===== src/include/sbdc_consts.svh =====
// Timing constants for the bus drive control and timers block
`ifndef SBDC_CONSTS_SVH
`define SBDC_CONSTS_SVH
`define SBDC_CLK_PERIOD_NS 10
`define SBDC_CEIL(ns) (((ns) + `SBDC_CLK_PERIOD_NS - 1) / `SBDC_CLK_PERIOD_NS)
`define SBDC_FLOOR(ns) ((ns) / `SBDC_CLK_PERIOD_NS)
`define SBDC_ARB_DELAY_NS 2400
`define SBDC_BUS_CLEAR_NS 800
`define SBDC_BUS_FREE_NS 800
`define SBDC_BUS_SET_NS 1600
`define SBDC_BUS_SETTLE_NS 400
`define SBDC_QAS_ARB_NS 1000
`define SBDC_QAS_ASSERT_NS 200
`define SBDC_RST_DELAY_NS 200
`define SBDC_RST_HOLD_US 25
`define SBDC_DISC_DELAY_US 200
`define SBDC_ARB_DELAY_CYC `SBDC_CEIL(`SBDC_ARB_DELAY_NS)
`define SBDC_BUS_FREE_CYC `SBDC_CEIL(`SBDC_BUS_FREE_NS)
`define SBDC_BUS_SET_CYC `SBDC_FLOOR(`SBDC_BUS_SET_NS)
`define SBDC_SETTLE_CYC `SBDC_CEIL(`SBDC_BUS_SETTLE_NS)
`define SBDC_QAS_ARB_CYC `SBDC_CEIL(`SBDC_QAS_ARB_NS)
`define SBDC_RST_DELAY_CYC `SBDC_CEIL(`SBDC_RST_DELAY_NS)
`define SBDC_RST_HOLD_CYC `SBDC_CEIL(`SBDC_RST_HOLD_US * 1000)
`define SBDC_DISC_DELAY_CYC `SBDC_CEIL(`SBDC_DISC_DELAY_US * 1000)
`define SBDC_ST_F5_NS 200
`define SBDC_ST_F10_NS 100
`define SBDC_ST_F20_NS 50
`define SBDC_ST_F40_NS 25
`define SBDC_DT_F10_NS 200
`define SBDC_DT_F20_NS 100
`define SBDC_DT_F40_NS 50
`define SBDC_DT_F80_NS 25
`endif


===== src/include/sbdc_pkg.sv =====
// Types shared by the bus drive control and timers block
package sbdc_pkg;
   typedef enum logic [3:0] {
      SBDC_PH_FREE = 4'b0000,
      SBDC_PH_ARB = 4'b0001,
      SBDC_PH_QAS_ARB = 4'b0010,
      SBDC_PH_SEL = 4'b0011,
      SBDC_PH_RESEL = 4'b0100,
      SBDC_PH_CMD = 4'b0101,
      SBDC_PH_ST_IN = 4'b0110,
      SBDC_PH_ST_OUT = 4'b0111,
      SBDC_PH_DT_IN = 4'b1000,
      SBDC_PH_DT_OUT = 4'b1001,
      SBDC_PH_STATUS = 4'b1010,
      SBDC_PH_MSG_IN = 4'b1011,
      SBDC_PH_MSG_OUT = 4'b1100
   } sbdc_phase_e;

   typedef enum logic [1:0] {
      SBDC_SRC_NONE = 2'b00,
      SBDC_SRC_TARG = 2'b01,
      SBDC_SRC_INIT = 2'b10
   } sbdc_src_e;

   // Rate range: 0..3 is slowest to fastest range of the mode
   typedef logic [1:0] sbdc_rate_t;

   typedef enum logic [1:0] {
      SBDC_ST_IDLE = 2'b00,
      SBDC_ST_ARB = 2'b01,
      SBDC_ST_WON = 2'b10
   } sbdc_state_e;

   typedef struct packed {
      logic bsy;
      logic sel;
      logic rst;
      logic cd;
      logic io;
      logic msg;
      logic req;
      logic ack;
      logic atn;
      logic [15:0] db;
      logic p_crca;
      logic p1;
   } sbdc_bus_s;

   function automatic logic sbdc_is_dt(input sbdc_phase_e ph);
      return (ph == SBDC_PH_DT_IN) || (ph == SBDC_PH_DT_OUT);
   endfunction : sbdc_is_dt
endpackage : sbdc_pkg


===== src/sbdc_top.sv =====
// Bus drive control and protocol delay timers for a parallel SCSI port
// How it works
// DT data phases: driver holds P1 false, receiver ignores P1.
// Information unit mode: target holds P_CRCA false, initiator ignores it.
// BSY, SEL and RST are wired-OR lines.
// Wired-OR lines are never driven false, only released.
// Data bit is one when asserted, zero when negated.
// In arbitration P_CRCA and P1 are released or true, never false.
// Drivers that are not active sources sit in high impedance.
// RST may be asserted at any time in any role.
// Bus free and unsourced signals are released to terminator bias.
// Every normally arbitrating device asserts BSY.
// Arbitrating device drives only its own ID bit.
// Only the arbitration winner drives SEL.
// In QAS arbitration BSY comes from the starting target.
// Target-assigned lines are driven only by the active target.
// Initiator-assigned lines are driven only by the active initiator.
// Wait at least 2,4 us after BSY before sampling the data bus.
// Assert BSY and ID 800 ns to 1,6 us after bus free.
// Use 400 ns settle delay; release all within 800 ns clear delay.
// Initiator releases data within 400 ns of I/O going true.
// Reset recognised after 200 ns of RST; own RST held 25 us.
// QAS waits 1000 ns before sampling; QAS signal changes within 200 ns.
// Timing follows the fastest rate of the negotiated range.
// Target waits 200 us after disconnect before arbitrating again.
// Bus free only after BSY and SEL false for a settle delay.
// DT qualifies data on both REQ/ACK edges, ST on assertion only.
// Delays count device clocks, minimums rounded up, maximums down.
// Output enables decode from phase and role per source table.
`include "sbdc_consts.svh"
`timescale 1ns/1ps
`default_nettype none
module sbdc_top #(
   parameter int unsigned DISC_CYC = `SBDC_DISC_DELAY_CYC
) (
   input wire logic ref_clk,
   input wire logic sys_rst,
   input wire sbdc_pkg::sbdc_phase_e phase,
   input wire logic is_target,
   input wire logic [3:0] own_id,
   input wire logic iu_mode,
   input wire sbdc_pkg::sbdc_rate_t rate_range,
   input wire logic arb_req,
   input wire logic qas_req,
   input wire logic qas_pt,
   input wire logic disc_done,
   input wire logic rst_req,
   input wire sbdc_pkg::sbdc_bus_s usr_val,
   input wire sbdc_pkg::sbdc_bus_s usr_en,
   input wire sbdc_pkg::sbdc_bus_s bus_i,
   output sbdc_pkg::sbdc_bus_s bus_o,
   output sbdc_pkg::sbdc_bus_s bus_oe,
   output logic [15:0] rx_db,
   output logic rx_p1,
   output logic rx_crca,
   output logic data_stb,
   output logic bus_free,
   output logic arb_won,
   output logic arb_lost,
   output logic bus_reset,
   output logic [4:0] xfer_period
);
   localparam logic [7:0] SETTLE = 8'(`SBDC_SETTLE_CYC);
   localparam logic [7:0] BF_MIN = 8'(`SBDC_SETTLE_CYC + `SBDC_BUS_FREE_CYC);
   // Two cycles of margin cover the decision flop and the output flop
   localparam logic [7:0] BF_MAX = 8'(`SBDC_SETTLE_CYC + `SBDC_BUS_SET_CYC - 2);
   localparam logic [4:0] RST_DLY = 5'(`SBDC_RST_DELAY_CYC);

   sbdc_pkg::sbdc_state_e st_q;
   sbdc_pkg::sbdc_phase_e eff_ph;
   sbdc_pkg::sbdc_bus_s dec_oe, dec_val;
   logic [7:0] free_cnt_q, free_cnt_d;
   logic [4:0] rst_cnt_q, rst_cnt_d;
   logic qas_q, stb_prev_q, stb_sig, rst_ext, rst_drive, release_all;
   logic arb_start, lose, arb_busy, arb_done, rst_busy, disc_busy;
   logic bus_idle, qas_ok, higher;

   function automatic logic [4:0] prio_rank(input logic [3:0] id);
      return id[3] ? 5'(23 - int'(id)) : 5'(7 - int'(id));
   endfunction : prio_rank

   function automatic logic beaten(input logic [15:0] db,
                                   input logic [3:0] id);
      logic hit;
      hit = 1'b0;
      for (int i = 0; i < 16; i++) begin
         if (db[i] && prio_rank(4'(i)) < prio_rank(id)) begin
            hit = 1'b1;
         end
      end
      return hit;
   endfunction : beaten

   function automatic logic [4:0] period_cyc(input sbdc_pkg::sbdc_rate_t r,
                                             input logic dt);
      int ns;
      ns = `SBDC_ST_F40_NS;
      if (dt) begin
         case (r)
            2'h0: ns = `SBDC_DT_F10_NS;
            2'h1: ns = `SBDC_DT_F20_NS;
            2'h2: ns = `SBDC_DT_F40_NS;
            default: ns = `SBDC_DT_F80_NS;
         endcase
      end else begin
         case (r)
            2'h0: ns = `SBDC_ST_F5_NS;
            2'h1: ns = `SBDC_ST_F10_NS;
            2'h2: ns = `SBDC_ST_F20_NS;
            default: ns = `SBDC_ST_F40_NS;
         endcase
      end
      return 5'(`SBDC_CEIL(ns));
   endfunction : period_cyc

   // Bus free and bus reset filters
   assign bus_idle = !bus_i.bsy && !bus_i.sel;
   assign free_cnt_d = !bus_idle ? 8'h00 :
      (free_cnt_q == 8'hFF ? 8'hFF : free_cnt_q + 8'h01);
   assign rst_cnt_d = !bus_i.rst ? 5'h00 :
      (rst_cnt_q == 5'h1F ? 5'h1F : rst_cnt_q + 5'h01);
   // Own RST is not a bus reset for this device, only for the others
   assign rst_ext = bus_i.rst && !rst_drive;

   always_ff @(posedge ref_clk or posedge sys_rst) begin
      if (sys_rst) begin
         free_cnt_q <= 8'h00;
         bus_free <= 1'b0;
      end else begin
         free_cnt_q <= free_cnt_d;
         bus_free <= free_cnt_d >= SETTLE;
      end
   end

   always_ff @(posedge ref_clk or posedge sys_rst) begin
      if (sys_rst) begin
         rst_cnt_q <= 5'h00;
         bus_reset <= 1'b0;
      end else begin
         rst_cnt_q <= rst_cnt_d;
         bus_reset <= (rst_cnt_d == RST_DLY) && !rst_drive;
      end
   end

   // Own RST: held for the full hold time even if the request is short
   sbdc_timer u_rst_tmr (
      .ref_clk(ref_clk),
      .sys_rst(sys_rst),
      .start(rst_req && !rst_busy),
      .load(15'(`SBDC_RST_HOLD_CYC)),
      .busy(rst_busy),
      .done()
   );
   assign rst_drive = rst_req || rst_busy;

   sbdc_timer u_disc_tmr (
      .ref_clk(ref_clk),
      .sys_rst(sys_rst),
      .start(disc_done && is_target),
      .load(15'(DISC_CYC)),
      .busy(disc_busy),
      .done()
   );

   // Arbitration control
   assign qas_ok = qas_req && !bus_i.cd && !bus_i.io && !bus_i.msg;
   assign arb_start = (st_q == sbdc_pkg::SBDC_ST_IDLE) && !disc_busy &&
      !rst_ext && !rst_drive &&
      ((arb_req && free_cnt_q >= BF_MIN && free_cnt_q <= BF_MAX) || qas_ok);
   assign higher = beaten(bus_i.db, own_id);
   // Another device's SEL during arbitration ends our attempt
   assign lose = (st_q == sbdc_pkg::SBDC_ST_ARB) &&
      ((bus_i.sel && !bus_oe.sel) || (arb_done && higher));

   // Load adds one cycle because BSY leaves the output flop a cycle later
   sbdc_timer u_arb_tmr (
      .ref_clk(ref_clk),
      .sys_rst(sys_rst),
      .start(arb_start),
      .load(qas_ok ? 15'(`SBDC_QAS_ARB_CYC + 1)
                   : 15'(`SBDC_ARB_DELAY_CYC + 1)),
      .busy(arb_busy),
      .done(arb_done)
   );

   always_ff @(posedge ref_clk or posedge sys_rst) begin
      if (sys_rst) begin
         st_q <= sbdc_pkg::SBDC_ST_IDLE;
         qas_q <= 1'b0;
      end else if (rst_ext) begin
         st_q <= sbdc_pkg::SBDC_ST_IDLE;
      end else begin
         case (st_q)
            sbdc_pkg::SBDC_ST_IDLE: begin
               if (arb_start) begin
                  st_q <= sbdc_pkg::SBDC_ST_ARB;
                  qas_q <= qas_ok;
               end
            end
            sbdc_pkg::SBDC_ST_ARB: begin
               if (lose) begin
                  st_q <= sbdc_pkg::SBDC_ST_IDLE;
               end else if (arb_done) begin
                  st_q <= sbdc_pkg::SBDC_ST_WON;
               end
            end
            sbdc_pkg::SBDC_ST_WON: begin
               if (!arb_req && !qas_req) begin
                  st_q <= sbdc_pkg::SBDC_ST_IDLE;
               end
            end
            default: st_q <= sbdc_pkg::SBDC_ST_IDLE;
         endcase
      end
   end

   always_ff @(posedge ref_clk or posedge sys_rst) begin
      if (sys_rst) begin
         arb_won <= 1'b0;
         arb_lost <= 1'b0;
      end else begin
         arb_won <= (st_q == sbdc_pkg::SBDC_ST_ARB && arb_done && !lose) ||
            (st_q == sbdc_pkg::SBDC_ST_WON && (arb_req || qas_req));
         arb_lost <= lose;
      end
   end

   // Drive decode; a device that is not arbitrating, or has lost, keeps off
   // the bus in arbitration, except the QAS starter, which keeps its BSY and its own ID bit
   assign eff_ph = (st_q != sbdc_pkg::SBDC_ST_IDLE) ?
      (qas_q ? sbdc_pkg::SBDC_PH_QAS_ARB : sbdc_pkg::SBDC_PH_ARB) :
      (phase == sbdc_pkg::SBDC_PH_ARB ||
       (phase == sbdc_pkg::SBDC_PH_QAS_ARB && !qas_pt)) ?
      sbdc_pkg::SBDC_PH_FREE : phase;
   // Releasing within one cycle keeps well inside the clear delay
   assign release_all = rst_ext ||
      (st_q == sbdc_pkg::SBDC_ST_IDLE && phase == sbdc_pkg::SBDC_PH_FREE);

   sbdc_drive_dec u_dec (
      .ph(eff_ph),
      .is_target(is_target),
      .won(st_q == sbdc_pkg::SBDC_ST_WON),
      .qas_pt(qas_pt),
      .own_id(own_id),
      .iu_mode(iu_mode),
      .rst_drive(rst_drive),
      .release_all(release_all),
      .usr_val(usr_val),
      .usr_en(usr_en),
      .oe(dec_oe),
      .val(dec_val)
   );

   always_ff @(posedge ref_clk or posedge sys_rst) begin
      if (sys_rst) begin
         bus_oe <= '0;
         bus_o <= '0;
      end else begin
         bus_oe <= dec_oe;
         bus_o <= dec_val;
      end
   end

   // Receive side: qualify data on REQ/ACK edges seen from our role
   assign stb_sig = is_target ? bus_i.ack : bus_i.req;

   always_ff @(posedge ref_clk or posedge sys_rst) begin
      if (sys_rst) begin
         stb_prev_q <= 1'b0;
         data_stb <= 1'b0;
         rx_db <= 16'h0000;
         rx_p1 <= 1'b0;
         rx_crca <= 1'b0;
         xfer_period <= 5'h00;
      end else begin
         stb_prev_q <= stb_sig;
         xfer_period <= period_cyc(rate_range, sbdc_pkg::sbdc_is_dt(phase));
         data_stb <= (stb_sig && !stb_prev_q) ||
            (sbdc_pkg::sbdc_is_dt(phase) && !stb_sig && stb_prev_q);
         rx_db <= bus_i.db;
         rx_p1 <= bus_i.p1 && !sbdc_pkg::sbdc_is_dt(phase);
         rx_crca <= bus_i.p_crca &&
            !(sbdc_pkg::sbdc_is_dt(phase) && iu_mode && !is_target);
      end
   end

   // Helper counters for the checks below
   logic [11:0] rst_on_q;
   logic [7:0] arb_age_q;
   always_ff @(posedge ref_clk or posedge sys_rst) begin
      if (sys_rst) begin
         rst_on_q <= 12'h000;
         arb_age_q <= 8'h00;
      end else begin
         rst_on_q <= bus_oe.rst ? (rst_on_q == 12'hFFF ? 12'hFFF
                                   : rst_on_q + 12'h001) : 12'h000;
         arb_age_q <= (st_q != sbdc_pkg::SBDC_ST_ARB) ? 8'h00 :
            (arb_age_q == 8'hFF ? 8'hFF : arb_age_q + 8'h01);
      end
   end
endmodule : sbdc_top
`default_nettype wire


===== src/sbdc_timer.sv =====
// Load-and-count-down delay timer
`timescale 1ns/1ps
`default_nettype none
module sbdc_timer (
   input wire logic ref_clk,
   input wire logic sys_rst,
   input wire logic start,
   input wire logic [14:0] load,
   output logic busy,
   output logic done
);
   logic [14:0] cnt_q;

   always_ff @(posedge ref_clk or posedge sys_rst) begin
      if (sys_rst) begin
         cnt_q <= 15'h0000;
      end else if (start) begin
         cnt_q <= load;
      end else if (cnt_q != 15'h0000) begin
         cnt_q <= cnt_q - 15'h0001;
      end
   end

   assign busy = (cnt_q != 15'h0000);
   assign done = (cnt_q == 15'h0001);
endmodule : sbdc_timer
`default_nettype wire


===== src/sbdc_drive_dec.sv =====
// Output enable and drive value decode per bus phase and role
`timescale 1ns/1ps
`default_nettype none
module sbdc_drive_dec (
   input wire sbdc_pkg::sbdc_phase_e ph,
   input wire logic is_target,
   input wire logic won,
   input wire logic qas_pt,
   input wire logic [3:0] own_id,
   input wire logic iu_mode,
   input wire logic rst_drive,
   input wire logic release_all,
   input wire sbdc_pkg::sbdc_bus_s usr_val,
   input wire sbdc_pkg::sbdc_bus_s usr_en,
   output sbdc_pkg::sbdc_bus_s oe,
   output sbdc_pkg::sbdc_bus_s val
);
   sbdc_pkg::sbdc_src_e s_ctl, s_ini, s_lo, s_crca, s_hi;
   logic dt;

   function automatic logic owns(input sbdc_pkg::sbdc_src_e s,
                                 input logic tgt);
      return (s == sbdc_pkg::SBDC_SRC_TARG && tgt) ||
             (s == sbdc_pkg::SBDC_SRC_INIT && !tgt);
   endfunction : owns

   always_comb begin
      s_ctl = sbdc_pkg::SBDC_SRC_TARG;
      s_ini = sbdc_pkg::SBDC_SRC_INIT;
      s_lo = sbdc_pkg::SBDC_SRC_NONE;
      s_crca = sbdc_pkg::SBDC_SRC_NONE;
      s_hi = sbdc_pkg::SBDC_SRC_NONE;
      case (ph)
         sbdc_pkg::SBDC_PH_SEL: begin
            s_ctl = sbdc_pkg::SBDC_SRC_NONE;
            s_lo = sbdc_pkg::SBDC_SRC_INIT;
            s_crca = sbdc_pkg::SBDC_SRC_INIT;
            s_hi = sbdc_pkg::SBDC_SRC_INIT;
         end
         sbdc_pkg::SBDC_PH_RESEL, sbdc_pkg::SBDC_PH_ST_IN,
         sbdc_pkg::SBDC_PH_DT_IN: begin
            s_lo = sbdc_pkg::SBDC_SRC_TARG;
            s_crca = sbdc_pkg::SBDC_SRC_TARG;
            s_hi = sbdc_pkg::SBDC_SRC_TARG;
         end
         sbdc_pkg::SBDC_PH_CMD, sbdc_pkg::SBDC_PH_MSG_OUT: begin
            s_lo = sbdc_pkg::SBDC_SRC_INIT;
            s_crca = sbdc_pkg::SBDC_SRC_INIT;
         end
         sbdc_pkg::SBDC_PH_ST_OUT: begin
            s_lo = sbdc_pkg::SBDC_SRC_INIT;
            s_crca = sbdc_pkg::SBDC_SRC_INIT;
            s_hi = sbdc_pkg::SBDC_SRC_INIT;
         end
         sbdc_pkg::SBDC_PH_DT_OUT: begin
            s_lo = sbdc_pkg::SBDC_SRC_INIT;
            s_crca = sbdc_pkg::SBDC_SRC_TARG;
            s_hi = sbdc_pkg::SBDC_SRC_INIT;
         end
         sbdc_pkg::SBDC_PH_STATUS, sbdc_pkg::SBDC_PH_MSG_IN: begin
            s_lo = sbdc_pkg::SBDC_SRC_TARG;
            s_crca = sbdc_pkg::SBDC_SRC_TARG;
         end
         default: begin
            s_ctl = sbdc_pkg::SBDC_SRC_NONE;
            s_ini = sbdc_pkg::SBDC_SRC_NONE;
         end
      endcase
   end

   assign dt = sbdc_pkg::sbdc_is_dt(ph);

   always_comb begin
      oe = '0;
      val = '0;
      // Wired-OR lines only ever drive true; negation is a release
      val.bsy = 1'b1;
      val.sel = 1'b1;
      val.rst = 1'b1;
      if (ph == sbdc_pkg::SBDC_PH_ARB || ph == sbdc_pkg::SBDC_PH_QAS_ARB) begin
         oe.bsy = (ph == sbdc_pkg::SBDC_PH_ARB) || qas_pt;
         oe.sel = won;
         oe.db = 16'h0001 << own_id;
         val.db = 16'h0001 << own_id;
         // Parity lines left released so they are never driven false
         oe.p_crca = 1'b0;
         oe.p1 = 1'b0;
      end else if (ph != sbdc_pkg::SBDC_PH_FREE) begin
         if (ph == sbdc_pkg::SBDC_PH_SEL || ph == sbdc_pkg::SBDC_PH_RESEL) begin
            oe.bsy = usr_en.bsy;
            oe.sel = usr_en.sel &&
               (ph == sbdc_pkg::SBDC_PH_SEL ? !is_target : is_target);
         end else begin
            oe.bsy = usr_en.bsy && is_target;
         end
         oe.cd = usr_en.cd && owns(s_ctl, is_target);
         oe.io = usr_en.io && owns(s_ctl, is_target);
         oe.msg = usr_en.msg && owns(s_ctl, is_target);
         oe.req = usr_en.req && owns(s_ctl, is_target);
         oe.ack = usr_en.ack && owns(s_ini, is_target);
         oe.atn = usr_en.atn && owns(s_ini, is_target);
         oe.db[7:0] = owns(s_lo, is_target) ? usr_en.db[7:0] : 8'h00;
         oe.db[15:8] = owns(s_hi, is_target) ? usr_en.db[15:8] : 8'h00;
         oe.p_crca = usr_en.p_crca && owns(s_crca, is_target);
         oe.p1 = usr_en.p1 && owns(s_hi, is_target);
         val.cd = usr_val.cd;
         val.io = usr_val.io;
         val.msg = usr_val.msg;
         val.req = usr_val.req;
         val.ack = usr_val.ack;
         val.atn = usr_val.atn;
         val.db = usr_val.db;
         val.p1 = usr_val.p1 && !dt;
         val.p_crca = usr_val.p_crca && !(dt && iu_mode);
      end
      if (release_all) begin
         oe = '0;
      end
      oe.rst = rst_drive;
   end
endmodule : sbdc_drive_dec
`default_nettype wire


===== config.mk =====
export PLATFORM = sky130hd
export DESIGN_NAME = sbdc_top
export DESIGN_NICKNAME = d
export VERILOG_FILES = /design/src/include/sbdc_pkg.sv /design/src/sbdc_top.sv /design/src/sbdc_timer.sv /design/src/sbdc_drive_dec.sv
export VERILOG_INCLUDE_DIRS = /design/src /design/src/include
export SDC_FILE = /design/constraint.sdc
export NUM_CORES = 1
export LEC_CHECK = 0
export ABC_CLOCK_PERIOD_IN_PS = 5000
export BUFFER_PORTS_ARGS = -buffer_cell sky130_fd_sc_hd__buf_2
export CORE_MARGIN = 2
export CORE_UTILIZATION = 52
export CTS_CLUSTER_DIAMETER = 150
export DETAILED_ROUTE_END_ITERATION = 10
export PLACE_DENSITY_LB_ADDON = 0.2
export REMOVE_ABC_BUFFERS = 1
export SYNTH_ARGS = -nofsm -noshare
export SYNTH_HDL_FRONTEND = slang
export SYNTH_SLANG_ARGS = --single-unit
export TNS_END_PERCENT = 30

===== constraint.sdc =====
create_clock -name ref_clk -period 5 [get_ports ref_clk]
set_input_delay 0.75 -clock ref_clk [delete_from_list [all_inputs] [get_ports ref_clk]]
set_output_delay 0.75 -clock ref_clk [all_outputs]
set_load 0.005 [all_outputs]

==> results.md <==
- Crit path DAT: 3.13 ns
- DP Wirelength: around 12000 microns
- Leading area contributor after synthesis: dfrtp_1
- Sw power: 0.714 mW
- Final min period: 2.90 ns
- Cell count after placement: 915
- Sinks on Clock Net: 142
- Initial drt markers: 404
- Status: finished, final reports clean
- DIE WIDTH: 115 microns
- CTS tree: done
- Largest cells by area after synthesis: dfrtp_1 (56%), nor2_1 (3.9%), ha_1 (2.9%), a21oi_1 (2.7%), nand2_1 (2.4%)
- Final worst path period share: 58.1%
- Initial antenna violation count: 0
- Sw frac: 24.9%
- Ys flop type: dfrtp_1
- Vias per cell: 5.66
- Sequential-to-total area share from yosys stat: 55.5%
- Core Area: ~12000 sq um
- Final setup vio count: 0
- Gate Count Post-Synth: between 600 and 700
- Combinational Power Share: roughly 13%
- Yosys warns: 0
- Die area: 13200 sq um
- Ports: 182
- Cell count along the critical path: 6
- Port bufs: 176
- Reg2reg path depth: 6
- DR DRC count: 0
- Worst path cell trace: buf_2, nor4b_1, o21bai_1, and4b_1, or3_2, o21ai_0
- Post-route non-filler standard cell count: about 940
- Critical path class: in -> reg
- Startpoint class of the critical path: input pin
- Critical-path top delay cell: nor4b_1
- # diodes: 0
- Clock buffer depth: 2
- TritonCTS Buffers: 17
- Via Count: roughly 5300
- Clock slew at reported path FFs: ~0.05 ns
- Gr usage total: between 20% and 30%
- Crit-path max cell delay: between 1 and 1.5 ns
- Setup ws final: 2.10 ns
- WP buf/inv: 1
- Top cells by count, synth: dfrtp_1 (142), nor2_1 (66), nand2_1 (41)
- Max Cap Viol: 0
- Htree depth: 4
- Post-CTS Setup Inserts: 0
- Area growth syn-to-layout: 23.9%
- CTS root buf: clkbuf_16
- Final wirelength: between 15000 and 20000 microns
- Total Nets Final: 902
- Flops & latches, synth: around 140
- Highest clock rate: about 0.34 GHz
- CTS resizes: 0
- Layout cell share with drive strength beyond 1: 27.6%
- Clk_skew: 0.00626 ns
- Row Count: 40
- Leak: 3.79 nW
- Post-synth top area share: 55.5%
- Distinct cells, synth: 60
- Pre-antenna DRT Iters: 5
- RSZ-0062 raised after global routing: false
- Internal power: 2.15 mW
- Worst-Margin Slew: 1.26 ns
- Global-route wire length before repair: ~25000 microns
- Worst hold-check path type: in -> reg
- Worst Setup Slack post-DPL: 1.81 ns
- Critical Path RT: 5.22 ns
- Starting Density: 53.3%
- Post-DRT Antenna Nets: 0
- Count leader, synth: dfrtp_1
- Power Dens Cells: 361 nW/um^2
- Die H: 115 microns
- Crit. End Element: register
- Vias in the first global route: 5178
- Final GP Congestion: 0.860
- Synth Area per Inst: between 10 and 15 sq um
- GRT Residual Overflow: 0
- Clock power share: 41.5%
- Cell family with most CP delay: simple AND/OR/NAND/NOR gates
- CP Max Fanout: 15
- Synthesized area: between 6000 and 7000 sq um
- Sequential power share: 46.0%
- Max transition margin: between 10% and 20%
- Clock Latency Late Sink: 0.42 ns
- Max-slew violations: 0
- Post-CTS Hold Buffers: 0
- Post-route setup TNS: 0 ns
- Largest net degree at the start of global routing: 102
- Async set-reset flop share out of synthesis: 100%
- Number of synthesized flops with an enable pin: 0
- Peak supply drop: between 0.15 and 0.2 mV
- Hold Vio Cnt, Final: 0
- WL/cell: approximately 17 microns
- Cells on Worst Hold Path: 1
-- logic make-up after synthesis --
| logic type | synth area share, % |
|---|---|
| DFF | 55.5 |
| muxes | 0.489 |
| buffers and inverters | 3.01 |
| adders and majority gates | 2.93 |
| and+or+nand+nor | 20.8 |
| AOI/OAI and AO/OA | 13.1 |
| xor gates and xnor gates | 4.10 |
| other | 0.0586 |
-- registers in the layout (all words and copies together) (netlist names), 2 cells and up --
| register | cells |
|---|---|
| bus_oe | 27 |
| bus_o | 25 |
| rx_db | 16 |
| u_arb_tmr.cnt_q | 15 |
| u_disc_tmr.cnt_q | 15 |
| u_rst_tmr.cnt_q | 15 |
| free_cnt_q | 8 |
| rst_cnt_q | 5 |
| xfer_period | 5 |
| st_q | 2 |
-- final cells by class --
cell class                      instances  area (sq um)
Multi-Input combinational cell        426          2660
Sequential cell                       142          3550
Fill cell                             965          4080
Inverter                               23          91.3
Timing Repair Buffer                  177           888
Tap cell                              147           184
Clock inverter                          8          92.6
Clock buffer                           21           460
-- layout by cell type (no fill, tap or decap), types with 15 or more instances in the layout --
cell type / instances
buf_2: 176
dfrtp_1: 142
nor2_1: 66
nand2_1: 41
a21oi_1: 34
nor3_1: 23
inv_1: 22
nor4_1: 18
o21ai_0: 18
clkbuf_16: 17
xnor2_1: 16
nand2b_1: 15
ha_1: 15
-- per-stage QoR --
step	power (mW)	hold slack, ns	util (%)	area [sq um]
3_5_place_dp	1.69	0.456	61.4	7380
5_1_grt	3.00	0.429	66.0	7930
3_3_place_gp	1.67	0.444	61.4	7380
2_1_floorplan	1.53	0.431	-	6300
6_report	2.87	0.444	66.0	7930
4_1_cts	2.89	0.427	66.0	7930
-- worst reg2reg max path: cells and delay by family (launching register included) --
family             cells  cell delay (ns)
and+or+nand+nor        5             2.11
DFF                    1             0.42
AOI/OAI and AO/OA      1             0.11
-- power by group through the flow --
stage | clock network, mW | registers, mW | logic [mW]
after global placement | 0 | 1.33 | 0.343
after detailed placement | 0 | 1.33 | 0.357
after global routing | 1.27 | 1.33 | 0.399
after floorplan | 0 | 1.32 | 0.209
after CTS | 1.21 | 1.32 | 0.361
final | 1.19 | 1.32 | 0.358
-- metal layers --
metal  up-vias  share of wire (%)  GRT usage, %
li1       2521                  -             -
met1      2616                 42          30.7
met2       180                 51          41.8
met3        25                5.8          5.54
met4         0                1.5          9.08
met5         -                  0             0
-- final timing paths --
path	startpoint	to	slack [ns]
worst max-delay path	bus_i[23]	u_arb_tmr.cnt_q[7]$_DFFE_PP0P_	2.10
worst min-delay path	bus_i[10]	rx_db[8]$_DFF_PP0_	0.44
worst max register to register	u_disc_tmr.cnt_q[10]$_DFFE_PP0P_	u_arb_tmr.cnt_q[7]$_DFFE_PP0P_	2.16
worst min register to register	u_rst_tmr.cnt_q[5]$_DFFE_PP0P_	u_rst_tmr.cnt_q[5]$_DFFE_PP0P_	0.47
max in group asynchronous	sys_rst	bus_o[2]$_DFF_PP0_	3.38
min in group asynchronous	sys_rst	u_rst_tmr.cnt_q[5]$_DFFE_PP0P_	0.51
(Power assumes the default switching activity.)
